$ cat config.mk
export PLATFORM = sky130hd
export DESIGN_NAME = signaling_pin_pcm_config
export DESIGN_NICKNAME = d
export VERILOG_FILES = /design/src/common/sigpin_pkg.sv /design/src/logic/signaling_pin_pcm_config.sv
export VERILOG_INCLUDE_DIRS = /design/src /design/src/common
export SDC_FILE = /design/constraint.sdc
export NUM_CORES = 1
export LEC_CHECK = 0
export BUFFER_PORTS_ARGS = -buffer_cell sky130_fd_sc_hd__buf_2
export CORE_MARGIN = 2
export CORE_UTILIZATION = 59
export DETAILED_ROUTE_END_ITERATION = 10
export GPL_TIMING_DRIVEN = 0
export PLACE_DENSITY = 0.81
export SETUP_SLACK_MARGIN = 0.4
export SYNTH_ARGS = -nofsm -noshare
export SYNTH_HDL_FRONTEND = slang
export SYNTH_SLANG_ARGS = --single-unit
$ cat constraint.sdc
create_clock -name mclk -period 4.23 [get_ports mclk]
set_input_delay 0.423 -clock mclk [delete_from_list [all_inputs] [get_ports mclk]]
set_output_delay 0.423 -clock mclk [all_outputs]
set_load 0.05 [all_outputs]
$ cat src/common/sigpin_params.svh
// Offsets, field positions, reset values and timing counts of the extended registers
`ifndef SIGPIN_PARAMS_SVH
`define SIGPIN_PARAMS_SVH
// ------------------------------------------------------------
// Register indexes within an extended-op transfer
// ------------------------------------------------------------
`define XR_IDX_PIN_DATA 3'h1
`define XR_IDX_PIN_DIR 3'h2
`define XR_IDX_THIRD_PIN 3'h3
`define XR_IDX_DEBOUNCE 3'h4
`define XR_IDX_COMMON 3'h5
`define XR_IDX_PCM 3'h6
`define XR_RESET 8'h00
// ------------------------------------------------------------
// Command byte fields
// ------------------------------------------------------------
`define OP_RST_BIT 7
`define OP_ZERO_BIT 6
`define OP_RW_BIT 5
`define OP_ONES_MSB 4
`define OP_ONES_LSB 3
`define OP_LSEL_MSB 2
// ------------------------------------------------------------
// Field positions
// ------------------------------------------------------------
`define XR3_DATA_LSB 4
`define XR4_N_LSB 4
`define XR4_T_LSB 0
`define XR5_MSEL_LSB 6
`define XR5_CRASH_A_BIT 5
`define XR5_CRASH_B_BIT 4
`define XR5_CHOP_LSB 2
`define XR5_VER_LSB 0
`define XR6_CMODE_BIT 7
`define XR6_XS_BIT 6
`define XR6_RS_BIT 5
`define XR6_DRV0_BIT 4
`define XR6_SHIFT_BIT 3
`define XR6_OFFS_LSB 0
// ------------------------------------------------------------
// Timing: master clock in kHz equals cycles per ms
// ------------------------------------------------------------
`define FK_1536 14'h0600
`define FK_2048 14'h0800
`define FK_4096 14'h1000
`define FK_8192 14'h2000
`define MS_PER_STEP 5'h02
`define CHOP_INC_512 14'h0400
`define CHOP_INC_256 14'h0200
`define PERIOD_HI_CODE 4'h0
`define PERIOD_LO_CODE 4'hf
`endif

$ cat src/common/sigpin_pkg.sv
// Types shared by the signaling pin and PCM configuration block
`default_nettype none
package sigpin_pkg;
	typedef enum logic [1:0] {
		MCLK_1536 = 2'b00,
		MCLK_2048 = 2'b01,
		MCLK_4096 = 2'b10,
		MCLK_8192 = 2'b11
	} mclk_sel_t;
	typedef enum logic [1:0] {
		CHOP_HIGH = 2'b00,
		CHOP_512K = 2'b01,
		CHOP_256K = 2'b10,
		CHOP_INTERNAL = 2'b11
	} chop_mode_t;
endpackage
`default_nettype wire

$ cat src/logic/signaling_pin_pcm_config.sv
// Extended registers: signaling pins, debounce, clocks, collision flags, PCM options
`include "sigpin_params.svh"
`default_nettype none
module signaling_pin_pcm_config import sigpin_pkg::*; #(
	parameter int SLOT_W = 7,
	parameter logic [13:0] MS_DIV_1536 = `FK_1536,
	parameter logic [13:0] MS_DIV_2048 = `FK_2048,
	parameter logic [13:0] MS_DIV_4096 = `FK_4096,
	parameter logic [13:0] MS_DIV_8192 = `FK_8192,
	parameter logic [1:0] VERSION_CODE = 2'h2 // Arbitrary value
) (
	input wire logic mclk,
	input wire logic rst,
	input wire logic ce,
	input wire logic op_valid,
	input wire logic [7:0] op_byte,
	input wire logic [1:0] chan_addr,
	input wire logic byte_strobe,
	input wire logic [7:0] byte_in,
	output logic [7:0] byte_out,
	output logic xfer_busy,
	input wire logic [11:0] bidir_signal_pin_in,
	output logic [11:0] bidir_signal_pin_out,
	output logic [11:0] bidir_signal_pin_oe,
	output logic irq_pair_low,
	output logic irq_pair_high,
	output logic slow_period_output,
	output logic chopper_clock_output,
	input wire logic [3:0] chan_powered,
	input wire logic [3:0] tx_active,
	input wire logic [3:0] tx_highway_b,
	input wire logic [4*SLOT_W-1:0] tx_slot,
	output logic [3:0] tx_inhibit,
	output sigpin_pkg::mclk_sel_t mclk_select,
	output logic [3:0] pcm_double_clock,
	output logic [3:0] pcm_tx_falling,
	output logic [3:0] pcm_rx_rising,
	output logic [3:0] pcm_first_bit_half,
	output logic [3:0] pcm_shift,
	output logic [11:0] pcm_slot_offset
);
	import sigpin_pkg::*;

	// ------------------------------------------------------------
	// Registers and transfer state
	// ------------------------------------------------------------
	logic [7:0] pin_data_ff, pin_dir_ff, third_pin_ff, debounce_ff, common_ff, byte_out_ff;
	logic [7:0] pcm_cfg_ff [4];
	logic xfer_active_ff, xfer_write_ff, rd1_seen_ff, rd3_seen_ff;
	logic [2:0] xfer_idx_ff;
	logic [1:0] xfer_chan_ff;
	logic [11:0] sync1_ff, sync2_ff, stable_ff;
	logic [4:0] db_cnt_ff [12];
	logic [13:0] ms_cnt_ff, chop_acc_ff;
	logic ms_tick, crash_a_ff, crash_b_ff, slow_ff, chop_ff, chop_fast_ff, irq_lo_ff, irq_hi_ff;
	logic [3:0] inhibit_ff, slow_cnt_ff;
	logic clr, op_ok, acc, wr_en, rd_en, rd_clear;
	logic [11:0] pin_data_all, pin_dir_all, readable, accept;
	logic [3:0] db_n, period_t, coll;
	logic [13:0] ms_div, chop_inc, nxt_chop_acc;

	function automatic logic [13:0] ms_cycles(input logic [1:0] sel);
		unique case (mclk_sel_t'(sel))
			MCLK_1536: ms_cycles = MS_DIV_1536;
			MCLK_2048: ms_cycles = MS_DIV_2048;
			MCLK_4096: ms_cycles = MS_DIV_4096;
			MCLK_8192: ms_cycles = MS_DIV_8192;
		endcase
	endfunction

	assign op_ok = op_valid && op_byte[`OP_ONES_MSB:`OP_ONES_LSB] == 2'b11 && !op_byte[`OP_ZERO_BIT];
	assign clr = rst || (ce && op_ok && op_byte[`OP_RST_BIT]);
	assign acc = ce && !op_ok && xfer_active_ff && byte_strobe;
	assign wr_en = acc && xfer_write_ff;
	assign rd_en = acc && !xfer_write_ff;
	assign pin_data_all = {third_pin_ff[7:`XR3_DATA_LSB], pin_data_ff};
	assign pin_dir_all = {third_pin_ff[3:0], pin_dir_ff};
	assign db_n = debounce_ff[`XR4_N_LSB+3:`XR4_N_LSB];
	assign period_t = debounce_ff[`XR4_T_LSB+3:`XR4_T_LSB];
	assign ms_div = ms_cycles(common_ff[`XR5_MSEL_LSB+1:`XR5_MSEL_LSB]);

	// ------------------------------------------------------------
	// Readable view: input pins show debounced level
	// ------------------------------------------------------------
	assign readable = (pin_dir_all & pin_data_all) | (~pin_dir_all & stable_ff);

	function automatic logic [7:0] reg_read(input logic [2:0] idx, input logic [1:0] ch);
		unique case (idx)
			`XR_IDX_PIN_DATA: reg_read = readable[7:0];
			`XR_IDX_PIN_DIR: reg_read = pin_dir_ff;
			`XR_IDX_THIRD_PIN: reg_read = {readable[11:8], third_pin_ff[3:0]};
			`XR_IDX_DEBOUNCE: reg_read = debounce_ff;
			`XR_IDX_COMMON: reg_read = {common_ff[7:6], crash_a_ff, crash_b_ff, common_ff[3:2], VERSION_CODE};
			`XR_IDX_PCM: reg_read = pcm_cfg_ff[ch];
			default: reg_read = `XR_RESET;
		endcase
	endfunction

	// ------------------------------------------------------------
	// Extended-op transfer
	// ------------------------------------------------------------
	always_ff @(posedge mclk) begin
		if (clr) begin
			xfer_active_ff <= 1'b0;
			xfer_write_ff <= 1'b0;
			xfer_idx_ff <= 3'h0;
			xfer_chan_ff <= 2'h0;
			byte_out_ff <= `XR_RESET;
		end else if (ce) begin
			if (op_ok) begin
				xfer_active_ff <= 1'b1;
				xfer_write_ff <= !op_byte[`OP_RW_BIT];
				xfer_idx_ff <= op_byte[`OP_LSEL_MSB:0];
				xfer_chan_ff <= chan_addr;
			end else if (acc) begin
				if (!xfer_write_ff) begin
					byte_out_ff <= reg_read(xfer_idx_ff, xfer_chan_ff);
				end
				xfer_idx_ff <= xfer_idx_ff - 3'h1;
				xfer_active_ff <= xfer_idx_ff != 3'h0;
			end
		end
	end

	always_ff @(posedge mclk) begin
		if (clr) begin
			pin_data_ff <= `XR_RESET;
			pin_dir_ff <= `XR_RESET;
			third_pin_ff <= `XR_RESET;
			debounce_ff <= `XR_RESET;
			common_ff <= `XR_RESET;
			for (int c = 0; c < 4; c++) begin
				pcm_cfg_ff[c] <= `XR_RESET;
			end
		end else if (wr_en) begin
			unique case (xfer_idx_ff)
				`XR_IDX_PIN_DATA: pin_data_ff <= byte_in;
				`XR_IDX_PIN_DIR: pin_dir_ff <= byte_in;
				`XR_IDX_THIRD_PIN: third_pin_ff <= byte_in;
				`XR_IDX_DEBOUNCE: debounce_ff <= byte_in;
				`XR_IDX_COMMON: common_ff <= byte_in;
				`XR_IDX_PCM: pcm_cfg_ff[xfer_chan_ff] <= byte_in;
				default: ;
			endcase
		end
	end

	// ------------------------------------------------------------
	// Pin synchroniser and debounce
	// ------------------------------------------------------------
	always_ff @(posedge mclk) begin
		if (rst) begin
			sync1_ff <= 12'h000;
			sync2_ff <= 12'h000;
		end else if (ce) begin
			sync1_ff <= bidir_signal_pin_in;
			sync2_ff <= sync1_ff;
		end
	end

	always_ff @(posedge mclk) begin
		if (clr) begin
			ms_cnt_ff <= 14'h0000;
		end else if (ce) begin
			ms_cnt_ff <= ms_tick ? 14'h0000 : ms_cnt_ff + 14'h0001;
		end
	end
	assign ms_tick = ms_cnt_ff >= ms_div - 14'h0001;

	for (genvar i = 0; i < 12; i++) begin : g_db
		always_ff @(posedge mclk) begin
			if (clr) begin
				stable_ff[i] <= 1'b0;
				db_cnt_ff[i] <= 5'h00;
			end else if (ce) begin
				if (db_n == 4'h0) begin
					stable_ff[i] <= sync2_ff[i];
					db_cnt_ff[i] <= 5'h00;
				end else if (sync2_ff[i] == stable_ff[i]) begin
					db_cnt_ff[i] <= 5'h00;
				end else if (ms_tick) begin
					if (db_cnt_ff[i] + 5'h01 >= 5'(db_n) * `MS_PER_STEP) begin
						stable_ff[i] <= sync2_ff[i];
						db_cnt_ff[i] <= 5'h00;
					end else begin
						db_cnt_ff[i] <= db_cnt_ff[i] + 5'h01;
					end
				end
			end
		end
		assign accept[i] = ce && db_n != 4'h0 && !pin_dir_all[i] && db_cnt_ff[i] + 5'h01 >= 5'(db_n) * `MS_PER_STEP
			&& ms_tick && sync2_ff[i] != stable_ff[i];
	end

	// ------------------------------------------------------------
	// Pair interrupts
	// ------------------------------------------------------------
	assign rd_clear = (rd1_seen_ff || (rd_en && xfer_idx_ff == `XR_IDX_PIN_DATA))
		&& (rd3_seen_ff || (rd_en && xfer_idx_ff == `XR_IDX_THIRD_PIN));

	always_ff @(posedge mclk) begin
		if (clr) begin
			irq_lo_ff <= 1'b0;
			irq_hi_ff <= 1'b0;
			rd1_seen_ff <= 1'b0;
			rd3_seen_ff <= 1'b0;
		end else if (ce) begin
			irq_lo_ff <= |{accept[9:8], accept[3:0]} || (irq_lo_ff && !rd_clear);
			irq_hi_ff <= |{accept[11:10], accept[7:4]} || (irq_hi_ff && !rd_clear);
			rd1_seen_ff <= !rd_clear && (rd1_seen_ff || (rd_en && xfer_idx_ff == `XR_IDX_PIN_DATA));
			rd3_seen_ff <= !rd_clear && (rd3_seen_ff || (rd_en && xfer_idx_ff == `XR_IDX_THIRD_PIN));
		end
	end

	// ------------------------------------------------------------
	// Slow period and chopper outputs
	// ------------------------------------------------------------
	always_ff @(posedge mclk) begin
		if (clr) begin
			slow_ff <= 1'b1;
			slow_cnt_ff <= 4'h0;
		end else if (ce) begin
			if (period_t == `PERIOD_HI_CODE) begin
				slow_ff <= 1'b1;
				slow_cnt_ff <= 4'h0;
			end else if (period_t == `PERIOD_LO_CODE) begin
				slow_ff <= 1'b0;
				slow_cnt_ff <= 4'h0;
			end else if (ms_tick) begin
				if (slow_cnt_ff + 4'h1 >= period_t) begin
					slow_ff <= !slow_ff;
					slow_cnt_ff <= 4'h0;
				end else begin
					slow_cnt_ff <= slow_cnt_ff + 4'h1;
				end
			end
		end
	end

	assign chop_inc = chop_mode_t'(common_ff[`XR5_CHOP_LSB+1:`XR5_CHOP_LSB]) == CHOP_512K ? `CHOP_INC_512
		: `CHOP_INC_256;
	assign nxt_chop_acc = chop_acc_ff + chop_inc;

	always_ff @(posedge mclk) begin
		if (clr) begin
			chop_acc_ff <= 14'h0000;
			chop_ff <= 1'b1;
			chop_fast_ff <= 1'b0;
		end else if (ce) begin
			chop_fast_ff <= !chop_fast_ff;
			unique case (chop_mode_t'(common_ff[`XR5_CHOP_LSB+1:`XR5_CHOP_LSB]))
				CHOP_HIGH: chop_ff <= 1'b1;
				CHOP_INTERNAL: chop_ff <= |chan_powered ? chop_fast_ff : 1'b1;
				CHOP_512K, CHOP_256K: begin
					if (nxt_chop_acc >= ms_div) begin
						chop_acc_ff <= nxt_chop_acc - ms_div;
						chop_ff <= !chop_ff;
					end else begin
						chop_acc_ff <= nxt_chop_acc;
					end
				end
			endcase
		end
	end

	// ------------------------------------------------------------
	// Highway collision check
	// ------------------------------------------------------------
	for (genvar c = 0; c < 4; c++) begin : g_coll
		logic [3:0] hit;
		for (genvar o = 0; o < 4; o++) begin : g_other
			assign hit[o] = o != c && tx_active[o] && tx_highway_b[o] == tx_highway_b[c]
				&& tx_slot[o*SLOT_W +: SLOT_W] == tx_slot[c*SLOT_W +: SLOT_W];
		end
		assign coll[c] = tx_active[c] && |hit;
	end

	always_ff @(posedge mclk) begin
		if (clr) begin
			crash_a_ff <= 1'b0;
			crash_b_ff <= 1'b0;
			inhibit_ff <= 4'h0;
		end else if (ce) begin
			crash_a_ff <= |(coll & ~tx_highway_b);
			crash_b_ff <= |(coll & tx_highway_b);
			inhibit_ff <= coll;
		end
	end

	// ------------------------------------------------------------
	// Outputs
	// ------------------------------------------------------------
	assign byte_out = byte_out_ff;
	assign xfer_busy = xfer_active_ff;
	assign bidir_signal_pin_out = pin_data_all;
	assign bidir_signal_pin_oe = pin_dir_all;
	assign irq_pair_low = irq_lo_ff;
	assign irq_pair_high = irq_hi_ff;
	assign slow_period_output = slow_ff;
	assign chopper_clock_output = chop_ff;
	assign tx_inhibit = inhibit_ff;
	assign mclk_select = mclk_sel_t'(common_ff[`XR5_MSEL_LSB+1:`XR5_MSEL_LSB]);

	for (genvar c = 0; c < 4; c++) begin : g_pcm
		assign pcm_double_clock[c] = pcm_cfg_ff[c][`XR6_CMODE_BIT];
		assign pcm_tx_falling[c] = pcm_cfg_ff[c][`XR6_XS_BIT];
		assign pcm_rx_rising[c] = pcm_cfg_ff[c][`XR6_RS_BIT];
		assign pcm_first_bit_half[c] = pcm_cfg_ff[c][`XR6_DRV0_BIT] && !pcm_cfg_ff[c][`XR6_CMODE_BIT];
		assign pcm_shift[c] = pcm_cfg_ff[c][`XR6_SHIFT_BIT] && pcm_cfg_ff[c][`XR6_CMODE_BIT];
		assign pcm_slot_offset[c*3 +: 3] = pcm_cfg_ff[c][`XR6_OFFS_LSB+2:`XR6_OFFS_LSB];
	end
endmodule
`default_nettype wire

==> impl_metrics.json, run 1 <==
{
  "outcome": "finished clean",
  "tightest_slew_ns": 1.073,
  "switchingPower_w": 0.001147,
  "hp-class": "input pin to register",
  "ys_seq_area_share_pct": 42.85,
  "power_w": 0.004797,
  "grt_pass1_wl_um": 49930,
  "drc_errors": 0,
  "die_height_um": 148.3,
  "startpoint_type": "register",
  "cts_tree": "built",
  "synthCells": 1264,
  "port_buffers": 147,
  "layout.cells.non_filler": 1723,
  "placementRows": 52,
  "utilization_pct": 69.54,
  "n_antenna_cell": 0,
  "synth_seq_cells": 217,
  "worstReg2RegStart": "common_ff[3]$_SDFFE_PN0P_",
  "final_cell_mix": "buf_2, dfxtp_1, nor2_1",
  "worstPathRequired_ns": 4.59,
  "coreArea_mm2": 0.02036,
  "max-vdd-ir-drop_mv": 0.3266,
  "slew_violations": 0,
  "rsz0062_at_grt": "false",
  "seq_area_mm2": 0.005265,
  "wl_per_cell_um": 18.66,
  "cts-root-buf": "clkbuf_16",
  "synth_ff_type": "dfxtp_1",
  "postRouteAntennaNets": 0,
  "critPathKind": "register to register",
  "drtPass1Iterations": 5,
  "crit_buf_inv": 5,
  "synthesis.nets": 1423,
  "internal_power_w": 0.003649,
  "post_route_cells_drive_above_1_share_pct": 17.83,
  "cts_sinks": 217,
  "cts_setup_buffers": 0,
  "hp-start": "op_byte[5]",
  "cts.clk_slew.worst_paths_ns": 0.07,
  "globalplace.congestion": 0.9257,
  "n_fill_cell": 1537,
  "worst_hold_slack_ns": 0.1226,
  "synth_warnings": 0,
  "finalWirelength_um": 32150,
  "dp_cells": 1681,
  "track_usage_pct": 28.79,
  "dpl.hpwl_um": 23730,
  "cap_violations": 0,
  "leakage_nw": 5.900,
  "synthArstFlopShare_pct": 0,
  "fp.dieW_um": 148.3,
  "die-area_mm2": 0.02200,
  "overflow": 0,
  "cts_hold_buf": 0,
  "synth_edf_count": 92,
  "clock-skew-final_ns": 0.02099,
  "final_nets": 1595,
  "fmax_mhz": 299.0,
  "crit_top_cell": "inv_1",
  "power.density_mw_per_mm2": 338.7,
  "cp_top_family": "adder cells",
  "clockBufferDepth": 3,
  "p_seq_share_pct": 47.2,
  "insertion_delay_ns": 0.52,
  "relSlewSlack_pct": 28.28,
  "cp_cell_sequence": "inv_1 > ha_1 > inv_1 > ha_1 > inv_1 > fa_1 > inv_1 > and3_1 > xor2_1 > ha_1 > or3_1 > o21ai_0 > a21oi_1 > clkbuf_1 > nand2_1 > a21oi_1 > o21ai_0",
  "period_needed_ns": 3.345,
  "max_stage_delay_ns": 0.43,
  "antenna_found_initial": 1,
  "ctsHtreeMaxLevel": 1,
  "end_kind": "register",
  "vias_per_cell": 5.934,
  "final_common_cell": "buf_2",
  "post-route-period-util_pct": 79.07,
  "slowest_stage": "dfxtp_1",
  "cts_resized": 0,
  "cp-startpoint": "common_ff[3]$_SDFFE_PN0P_",
  "setup-tns-final_ns": 0,
  "path_max_fanout": 10,
  "area_growth_pct": 15.25,
  "io-pin-count": 150,
  "syn_area_per_cell_um2": 9.722,
  "vias": 10220,
  "switching_share_pct": 23.92,
  "hold_viol": 0,
  "setup_violations": 0,
  "grt_max_degree": 16,
  "synth.distinct_cells": 60,
  "start_util_pct": 60.34,
  "pwr-share-comb_pct": 8.7,
  "grt_pass1_vias": 9751,
  "synth_area_mm2": 0.01229,
  "dr.first_iter.drc_count": 856,
  "clockPowerShare_pct": 44.1,
  "multi_input_area_mm2": 0.006497,
  "cts_made_buffers": 23,
  "arrival_ns": 3.71
}
-- worst reg2reg max path: stages (launching register included) --
cell and delay (ns):
dfxtp_1 0.43, inv_1 0.09, ha_1 0.21, inv_1 0.10, ha_1 0.17, inv_1 0.05
fa_1 0.41, inv_1 0.08, and3_1 0.18, xor2_1 0.21, ha_1 0.21, or3_1 0.10
o21ai_0 0.06, a21oi_1 0.17, clkbuf_1 0.38, nand2_1 0.10, a21oi_1 0.15, o21ai_0 0.09
-- state kept, by name, summed over array words and instances (netlist names), 5 cells and up, named ones only --
register      count
db_cnt_ff        60
pcm_cfg_ff       32
ms_cnt_ff        14
stable_ff        12
sync1_ff         12
sync2_ff         12
byte_out          8
debounce_ff       8
pin_data_ff       8
pin_dir_ff        8
third_pin_ff      8
chop_acc_ff       5
-- cell usage after synthesis (36+ instances only) --
master	instances	area, um2
nor2b_1	36	225.2
and2_1	40	250.2
nand2_1	78	292.8
mux2i_1	54	540.5
xor2_1	45	394.1
edfxtp_1	92	2763
xnor2_1	73	639.4
inv_1	37	138.9
o21ai_0	49	245.2
a21oi_1	89	445.4
nor2_1	122	457.9
dfxtp_1	125	2502
nand3_1	72	360.4
ha_1	83	1039
-- power by group through the flow --
stage                     Combinational [W]  Clock (W)  Sequential, W
after global placement             0.000398          0        0.00231
final                              0.000416    0.00212        0.00226
after floorplan                    0.000262          0        0.00230
after CTS                          0.000411    0.00212        0.00226
after detailed placement           0.000408          0        0.00231
after global routing               0.000448    0.00221        0.00227
-- cell type report --
type                       instances  share of cell area, %
buffer                            71                  2.730
clock buffer                      32                  4.886
clock inverter                    10                 0.7686
inverter                          37                 0.9807
multi-input combinational        939                  45.88
sequential                       217                  37.18
tap                              270                  2.385
timing repair buffer             147                  5.195
-- per-stage QoR --
stage	area [um2]	setup slack, ns
CTS	14160	0.9034
floorplan	12290	1.289
global route	14160	0.5504
finish	14160	0.8855
global placement	13360	0.9167
detailed placement	13360	0.7770
-- metal layers --
layer	GRT usage, %	share of wire (%)	wire [um]	up-vias
met3	5.767	9.7	3131	102
met2	45.56	45	14350	502
met4	13.62	4.3	1382	2
met1	38.14	41	13270	4820
met5	0	0.034	11	-
li1	-	-	-	4798
-- worst paths after layout --
check	endpoint	slack [ns]	cells after the start
worst max-delay path	chopper_clock_output$_SDFFE_PN1P_	0.89	17
worst min-delay path	xfer_write_ff$_SDFFE_PN0P_	0.12	2
worst min register to register	chop_acc_ff[9]$_SDFFE_PN0P_	0.47	2
worst max register to register	chopper_clock_output$_SDFFE_PN1P_	0.89	17
-- cells by family (layout without fill, tap and decap cells) --
kind of cell,Yosys count,after routing,synth area share [%]
DFF,217,217,42.85
AOI/OAI and AO/OA,219,219,10.87
adders and majority gates,84,84,8.614
muxes,66,66,6.232
buffers and inverters,108,297,4.277
xor gates and xnor gates,118,118,8.411
and+or+nand+nor,452,452,18.75
Note: power is estimated with default switching activity, not from simulation.
==> inputs of run 2 (changes only) <==
- CORE_UTILIZATION: 59 -> 53
- PLACE_DENSITY: 0.81 -> 0.77
- clock period: 4.23 -> 2.89 ns (I/O delays scaled with it)
==> impl_metrics.json, run 2 (synthesized netlist as in run 1, its figures left out) <==
{
  "cts_tree": "built",
  "internal_power_w": 0.005408,
  "globalplace.congestion": 0.9606,
  "slew_violations": 0,
  "utilization_pct": 64.65,
  "grt_max_degree": 16,
  "worstPathRequired_ns": 3.26,
  "cp_cell_sequence": "inv_4 > ha_4 > inv_4 > ha_4 > inv_2 > fa_2 > inv_2 > and3_4 > xor2_2 > ha_2 > or3_1 > o21ai_1 > a21oi_2 > clkbuf_8 > o21a_1 > nor2_1 > o21ai_1",
  "grt_pass1_wl_um": 51460,
  "track_usage_pct": 26.89,
  "n_fill_cell": 1844,
  "final_cell_mix": "buf_2, dfxtp_1, nor2_1",
  "outcome": "finished clean",
  "area_growth_pct": 19.48,
  "finalWirelength_um": 33430,
  "dr.first_iter.drc_count": 748,
  "cts.clk_slew.worst_paths_ns": 0.06,
  "hp-class": "input pin to register",
  "vias": 10210,
  "path_max_fanout": 5,
  "clockBufferDepth": 3,
  "tightest_slew_ns": 0.8773,
  "start_util_pct": 54.11,
  "switching_share_pct": 23.69,
  "final_nets": 1619,
  "period_needed_ns": 2.790,
  "clockPowerShare_pct": 44.5,
  "p_seq_share_pct": 46.7,
  "pwr-share-comb_pct": 8.8,
  "regMostFlops": "db_cnt_ff",
  "switchingPower_w": 0.001679,
  "setup-tns-final_ns": 0,
  "cts_made_buffers": 23,
  "cts-root-buf": "clkbuf_16",
  "n_antenna_cell": 0,
  "placementRows": 55,
  "rsz0062_at_grt": "true",
  "post_route_cells_drive_above_1_share_pct": 22.95,
  "hold_viol": 0,
  "pre_cts_ws_ns": -0.5074,
  "end_kind": "register",
  "slowest_stage": "dfxtp_4",
  "cts_sinks": 217,
  "io-pin-count": 150,
  "critPathKind": "register to register",
  "top_regs": "db_cnt_ff (60), pcm_cfg_ff (32), ms_cnt_ff (14)",
  "arrival_ns": 3.16,
  "drc_errors": 0,
  "final_common_cell": "buf_2",
  "leakage_nw": 6.115,
  "relSlewSlack_pct": 41.51,
  "die-area_mm2": 0.02442,
  "max-vdd-ir-drop_mv": 0.3879,
  "drtPass1Iterations": 5,
  "die_height_um": 156.3,
  "clock-skew-final_ns": 0.01270,
  "coreArea_mm2": 0.02271,
  "power.density_mw_per_mm2": 482.7,
  "cap_violations": 0,
  "startpoint_type": "register",
  "fp.dieW_um": 156.3,
  "grt_pass1_vias": 9884,
  "setup_ws_ns": 0.09996,
  "wl_per_cell_um": 18.98,
  "ctsHtreeMaxLevel": 1,
  "antenna_found_initial": 0,
  "max_stage_delay_ns": 0.36,
  "dpl.hpwl_um": 24660,
  "insertion_delay_ns": 0.52,
  "overflow": 0,
  "largest_reg_flops": 60,
  "vias_per_cell": 5.793,
  "post-route-period-util_pct": 96.54,
  "postRouteAntennaNets": 0,
  "port_buffers": 147,
  "fmax_mhz": 358.4,
  "setup_violations": 0
}
==> run 2: final cells by class <==
class / instances / area (um2) / area share, %
buffer: 71 / 416.7 / 2.838
clock buffer: 32 / 680.7 / 4.636
clock inverter: 10 / 136.4 / 0.9289
inverter: 37 / 143.9 / 0.9801
multi-input combinational: 939 / 6728 / 45.82
sequential: 217 / 5279 / 35.96
tap: 285 / 356.6 / 2.429
timing repair buffer: 171 / 940.9 / 6.409
==> run 2: metrics by stage <==
stage               total power, W  cells  area (um2)  hold WS (ns)
floorplan                 0.003752   1264       12330        0.3836
global placement          0.003963   1696       13420        0.4558
detailed placement        0.003978   1696       13420        0.4616
CTS                       0.007081   1746       14470      0.004516
global route              0.007285   1762       14680       0.01680
finish                    0.007087   1762       14680       0.01137
==> run 2: path summary, 6_finish.rpt <==
path	cells after the start	endpoint	slack [ns]	startpoint
worst max-delay path	17	chopper_clock_output$_SDFFE_PN1P_	0.1	common_ff[3]$_SDFFE_PN0P_
worst min-delay path	3	sync1_ff[9]$_SDFFE_PP0P_	0.01	bidir_signal_pin_in[9]
worst max register to register	17	chopper_clock_output$_SDFFE_PN1P_	0.1	common_ff[3]$_SDFFE_PN0P_
worst min register to register	2	third_pin_ff[4]$_SDFFE_PN0P_	0.47	third_pin_ff[4]$_SDFFE_PN0P_
==> run 2: power groups by stage <==
stage / Combinational (W) / Sequential, W / Clock, W
2_1_floorplan: 0.000384 / 0.00337 / 0
3_3_place_gp: 0.000587 / 0.00338 / 0
3_5_place_dp: 0.000598 / 0.00338 / 0
4_1_cts: 0.000608 / 0.00331 / 0.00316
5_1_grt: 0.000674 / 0.00332 / 0.00329
6_report: 0.000625 / 0.00331 / 0.00315
==> run 2: worst max-delay path: cells and delay by family (launching register included) <==
family | cells | cell delay (ns)
compound gates | 4 | 0.43
simple gates | 3 | 0.59
flops | 1 | 0.36
buf+inv | 5 | 0.37
xor+xnor | 1 | 0.08
fa+ha+maj | 4 | 0.83
==> run 2: what timing repair did <==
item                                    in CTS  in global routing
endpoints found under the hold margin        1                  0
gates resized for setup                     44                 28
setup buffers                                6                 16
pin swaps                                    8                 14
endpoints found under the setup margin     199                136
cloned                                       1                  0
hold buffers                                 1                  0
==> run 2: layer usage <==
metal / vias to the layer above / wire length (um) / track usage (%)
met5: - / 0 / 0
met4: 0 / 1076 / 9.174
li1: 4849 / - / -
met3: 80 / 2857 / 4.985
met1: 4821 / 13530 / 34.81
met2: 457 / 15970 / 45.35
==> inputs of run 3 (changes only) <==
- CORE_UTILIZATION: 53 -> 55
- CTS_BUF_LIST: default -> sky130_fd_sc_hd__clkbuf_8
- PLACE_DENSITY: 0.77 -> 0.79
==> impl_metrics.json, run 3 (synthesized netlist as in run 1, its figures left out) <==
{
  "outcome": "finished clean",
  "crit_end": "chop_acc_ff[10]$_SDFFE_PN0P_",
  "dp_cells": 1691,
  "met1_length_um": 14130,
  "grt_max_degree": 16,
  "coreArea_mm2": 0.02189,
  "die-area_mm2": 0.02355,
  "top_regs": "db_cnt_ff (60), pcm_cfg_ff (32), ms_cnt_ff (14)",
  "wl_met2_um": 15760,
  "start_util_pct": 56.13,
  "ctsHtreeMaxLevel": 2,
  "slew_violations": 0,
  "fp.dieW_um": 153.5,
  "internal_power_w": 0.005105,
  "switching_share_pct": 25.74,
  "postRouteAntennaNets": 0,
  "final_cell_mix": "buf_2, dfxtp_1, nor2_1",
  "worstPathRequired_ns": 3.29,
  "timing.rr.end": "chop_acc_ff[10]$_SDFFE_PN0P_",
  "hp-class": "input pin to register",
  "tightest_slew_ns": 0.7737,
  "globalplace.congestion": 0.9523,
  "final_nets": 1649,
  "leakage_nw": 6.246,
  "clockBufferDepth": 3,
  "port_buffers": 147,
  "overflow": 0,
  "post-route-period-util_pct": 97.70,
  "fmax_mhz": 354.2,
  "clock-skew-final_ns": 0.02002,
  "p_seq_share_pct": 48.2,
  "n_antenna_cell": 0,
  "wl_met3_um": 3189,
  "antenna_found_initial": 0,
  "cap_violations": 0,
  "multi_input_area_mm2": 0.006783,
  "utilization_pct": 67.70,
  "rsz0062_at_grt": "true",
  "hold_viol": 0,
  "n_fill_cell": 1682,
  "relSlewSlack_pct": 48.42,
  "placementRows": 54,
  "drtPass1Iterations": 5,
  "switchingPower_w": 0.001770,
  "cts-root-buf": "clkbuf_8",
  "worstReg2RegStart": "common_ff[3]$_SDFFE_PN0P_",
  "regMostFlops": "db_cnt_ff",
  "dpl.hpwl_um": 24580,
  "cts_made_buffers": 38,
  "grt_pass1_vias": 10090,
  "finalWirelength_um": 34310,
  "die_height_um": 153.5,
  "wl_per_cell_um": 19.08,
  "largest_reg_flops": 60,
  "reg2reg_slack_ns": 0.07,
  "area_growth_pct": 20.60,
  "cts_tree": "built",
  "insertion_delay_ns": 0.55,
  "layout.cells.non_filler": 1798,
  "clockPowerShare_pct": 42.6,
  "power_w": 0.006875,
  "max-vdd-ir-drop_mv": 0.3944,
  "cts.clk_slew.worst_paths_ns": 0.07,
  "top_layer": "met4",
  "critPathKind": "register to register",
  "startpoint_type": "register",
  "arrival_ns": 3.22,
  "setup_violations": 0,
  "vias_per_cell": 5.854,
  "dr.first_iter.drc_count": 869,
  "seq_area_mm2": 0.005281,
  "power.density_mw_per_mm2": 463.9,
  "post_route_cells_drive_above_1_share_pct": 24.70,
  "drc_errors": 0,
  "end_kind": "register",
  "pwr-share-comb_pct": 9.2,
  "path_max_fanout": 3,
  "track_usage_pct": 28.22,
  "cts_sinks": 217,
  "final_common_cell": "buf_2",
  "vias": 10530,
  "r2r_cells": 18,
  "cp-startpoint": "common_ff[3]$_SDFFE_PN0P_",
  "io-pin-count": 150,
  "period_needed_ns": 2.823,
  "grt_pass1_wl_um": 52740
}
run 3: cell types whose count changed in the layout (fill, tap and decap cells not counted), moves of 3 or more:
| cell | previous run | this run |
|---|---|---|
| clkbuf_8 | 8 | 50 |
| clkbuf_16 | 24 | 0 |
| buf_4 | 46 | 57 |
| inv_1 | 32 | 38 |
| clkinv_2 | 3 | 8 |
| nand2_1 | 71 | 76 |
| nand2_2 | 5 | 0 |
| dlygate4sd3_1 | 1 | 5 |
| o21ai_1 | 10 | 7 |
run 3: through the flow:
stage               TNS (ns)  instance area (um2)  setup slack [ns]  hold slack (ns)
floorplan                  0                12330            0.2519           0.3836
global placement      -10.89                13420           -0.4486           0.4556
detailed placement    -15.27                13420           -0.5698           0.4611
CTS                        0                14490            0.1257        0.0009244
global route         -0.1216                14820          -0.04729          0.02374
finish                     0                14820           0.06658         0.004884
run 3: repair_timing:
action / 4_1_cts / 5_1_grt
resized for setup: 37 / 44
buffers inserted: 12 / 21
gates cloned: 1 / 0
hold endpoints to repair: 5 / 0
hold buffers: 5 / 0
pin swaps: 11 / 37
setup endpoints to repair: 199 / 105
run 3: cell type report:
class	count	area share, %
repair buffers	186	7.160
well taps	280	2.364
clock buffers	49	4.551
plain buffers	71	2.795
inverters	37	0.9963
multi-input cells	939	45.77
clock inverters	19	0.7261
flip-flops and latches	217	35.64
run 3: worst max-delay path, stage by stage, from the launching register on:
cell and delay [ns]:
dfxtp_4 0.37, inv_4 0.04, ha_4 0.16, inv_4 0.06
ha_4 0.12, inv_2 0.04, fa_2 0.38, inv_2 0.07
and3_4 0.19, xor2_2 0.17, ha_2 0.23, or3_4 0.12
o21ai_2 0.05, a21oi_2 0.13, buf_4 0.15, buf_4 0.10
nor2_2 0.03, a211oi_2 0.20, a211oi_1 0.06
run 3: worst min-delay path by stage:
| stage | endpoint | start | cells after the start | slack [ns] |
|---|---|---|---|---|
| 4_1_cts | sync1_ff[11]$_SDFFE_PP0P_ | bidir_signal_pin_in[11] | 3 | 0.0009 |
| 5_1_grt | sync1_ff[4]$_SDFFE_PP0P_ | bidir_signal_pin_in[4] | 3 | 0.02 |
| 3_5_place_dp | third_pin_ff[6]$_SDFFE_PN0P_ | third_pin_ff[6]$_SDFFE_PN0P_ | 2 | 0.46 |
| 3_3_place_gp | pin_data_ff[4]$_SDFFE_PN0P_ | pin_data_ff[4]$_SDFFE_PN0P_ | 2 | 0.46 |
| 6_report | sync1_ff[5]$_SDFFE_PP0P_ | bidir_signal_pin_in[5] | 3 | 0.005 |
| 2_1_floorplan | xfer_write_ff$_SDFFE_PN0P_ | op_byte[5] | 1 | 0.38 |
run 3: routing by layer:
metal / track usage [%] / up-vias
met5: 0 / -
met4: 11.31 / 0
met3: 5.585 / 94
met2: 45.90 / 513
met1: 37.17 / 5005
li1: - / 4913
run 3: power by group through the flow:
stage / Combinational [W] / Clock, W / Sequential, W
finish: 0.000633 / 0.00293 / 0.00331
global route: 0.000681 / 0.00308 / 0.00332
CTS: 0.000612 / 0.00294 / 0.00331
detailed placement: 0.000599 / 0 / 0.00338
global placement: 0.000583 / 0 / 0.00338
floorplan: 0.000384 / 0 / 0.00337
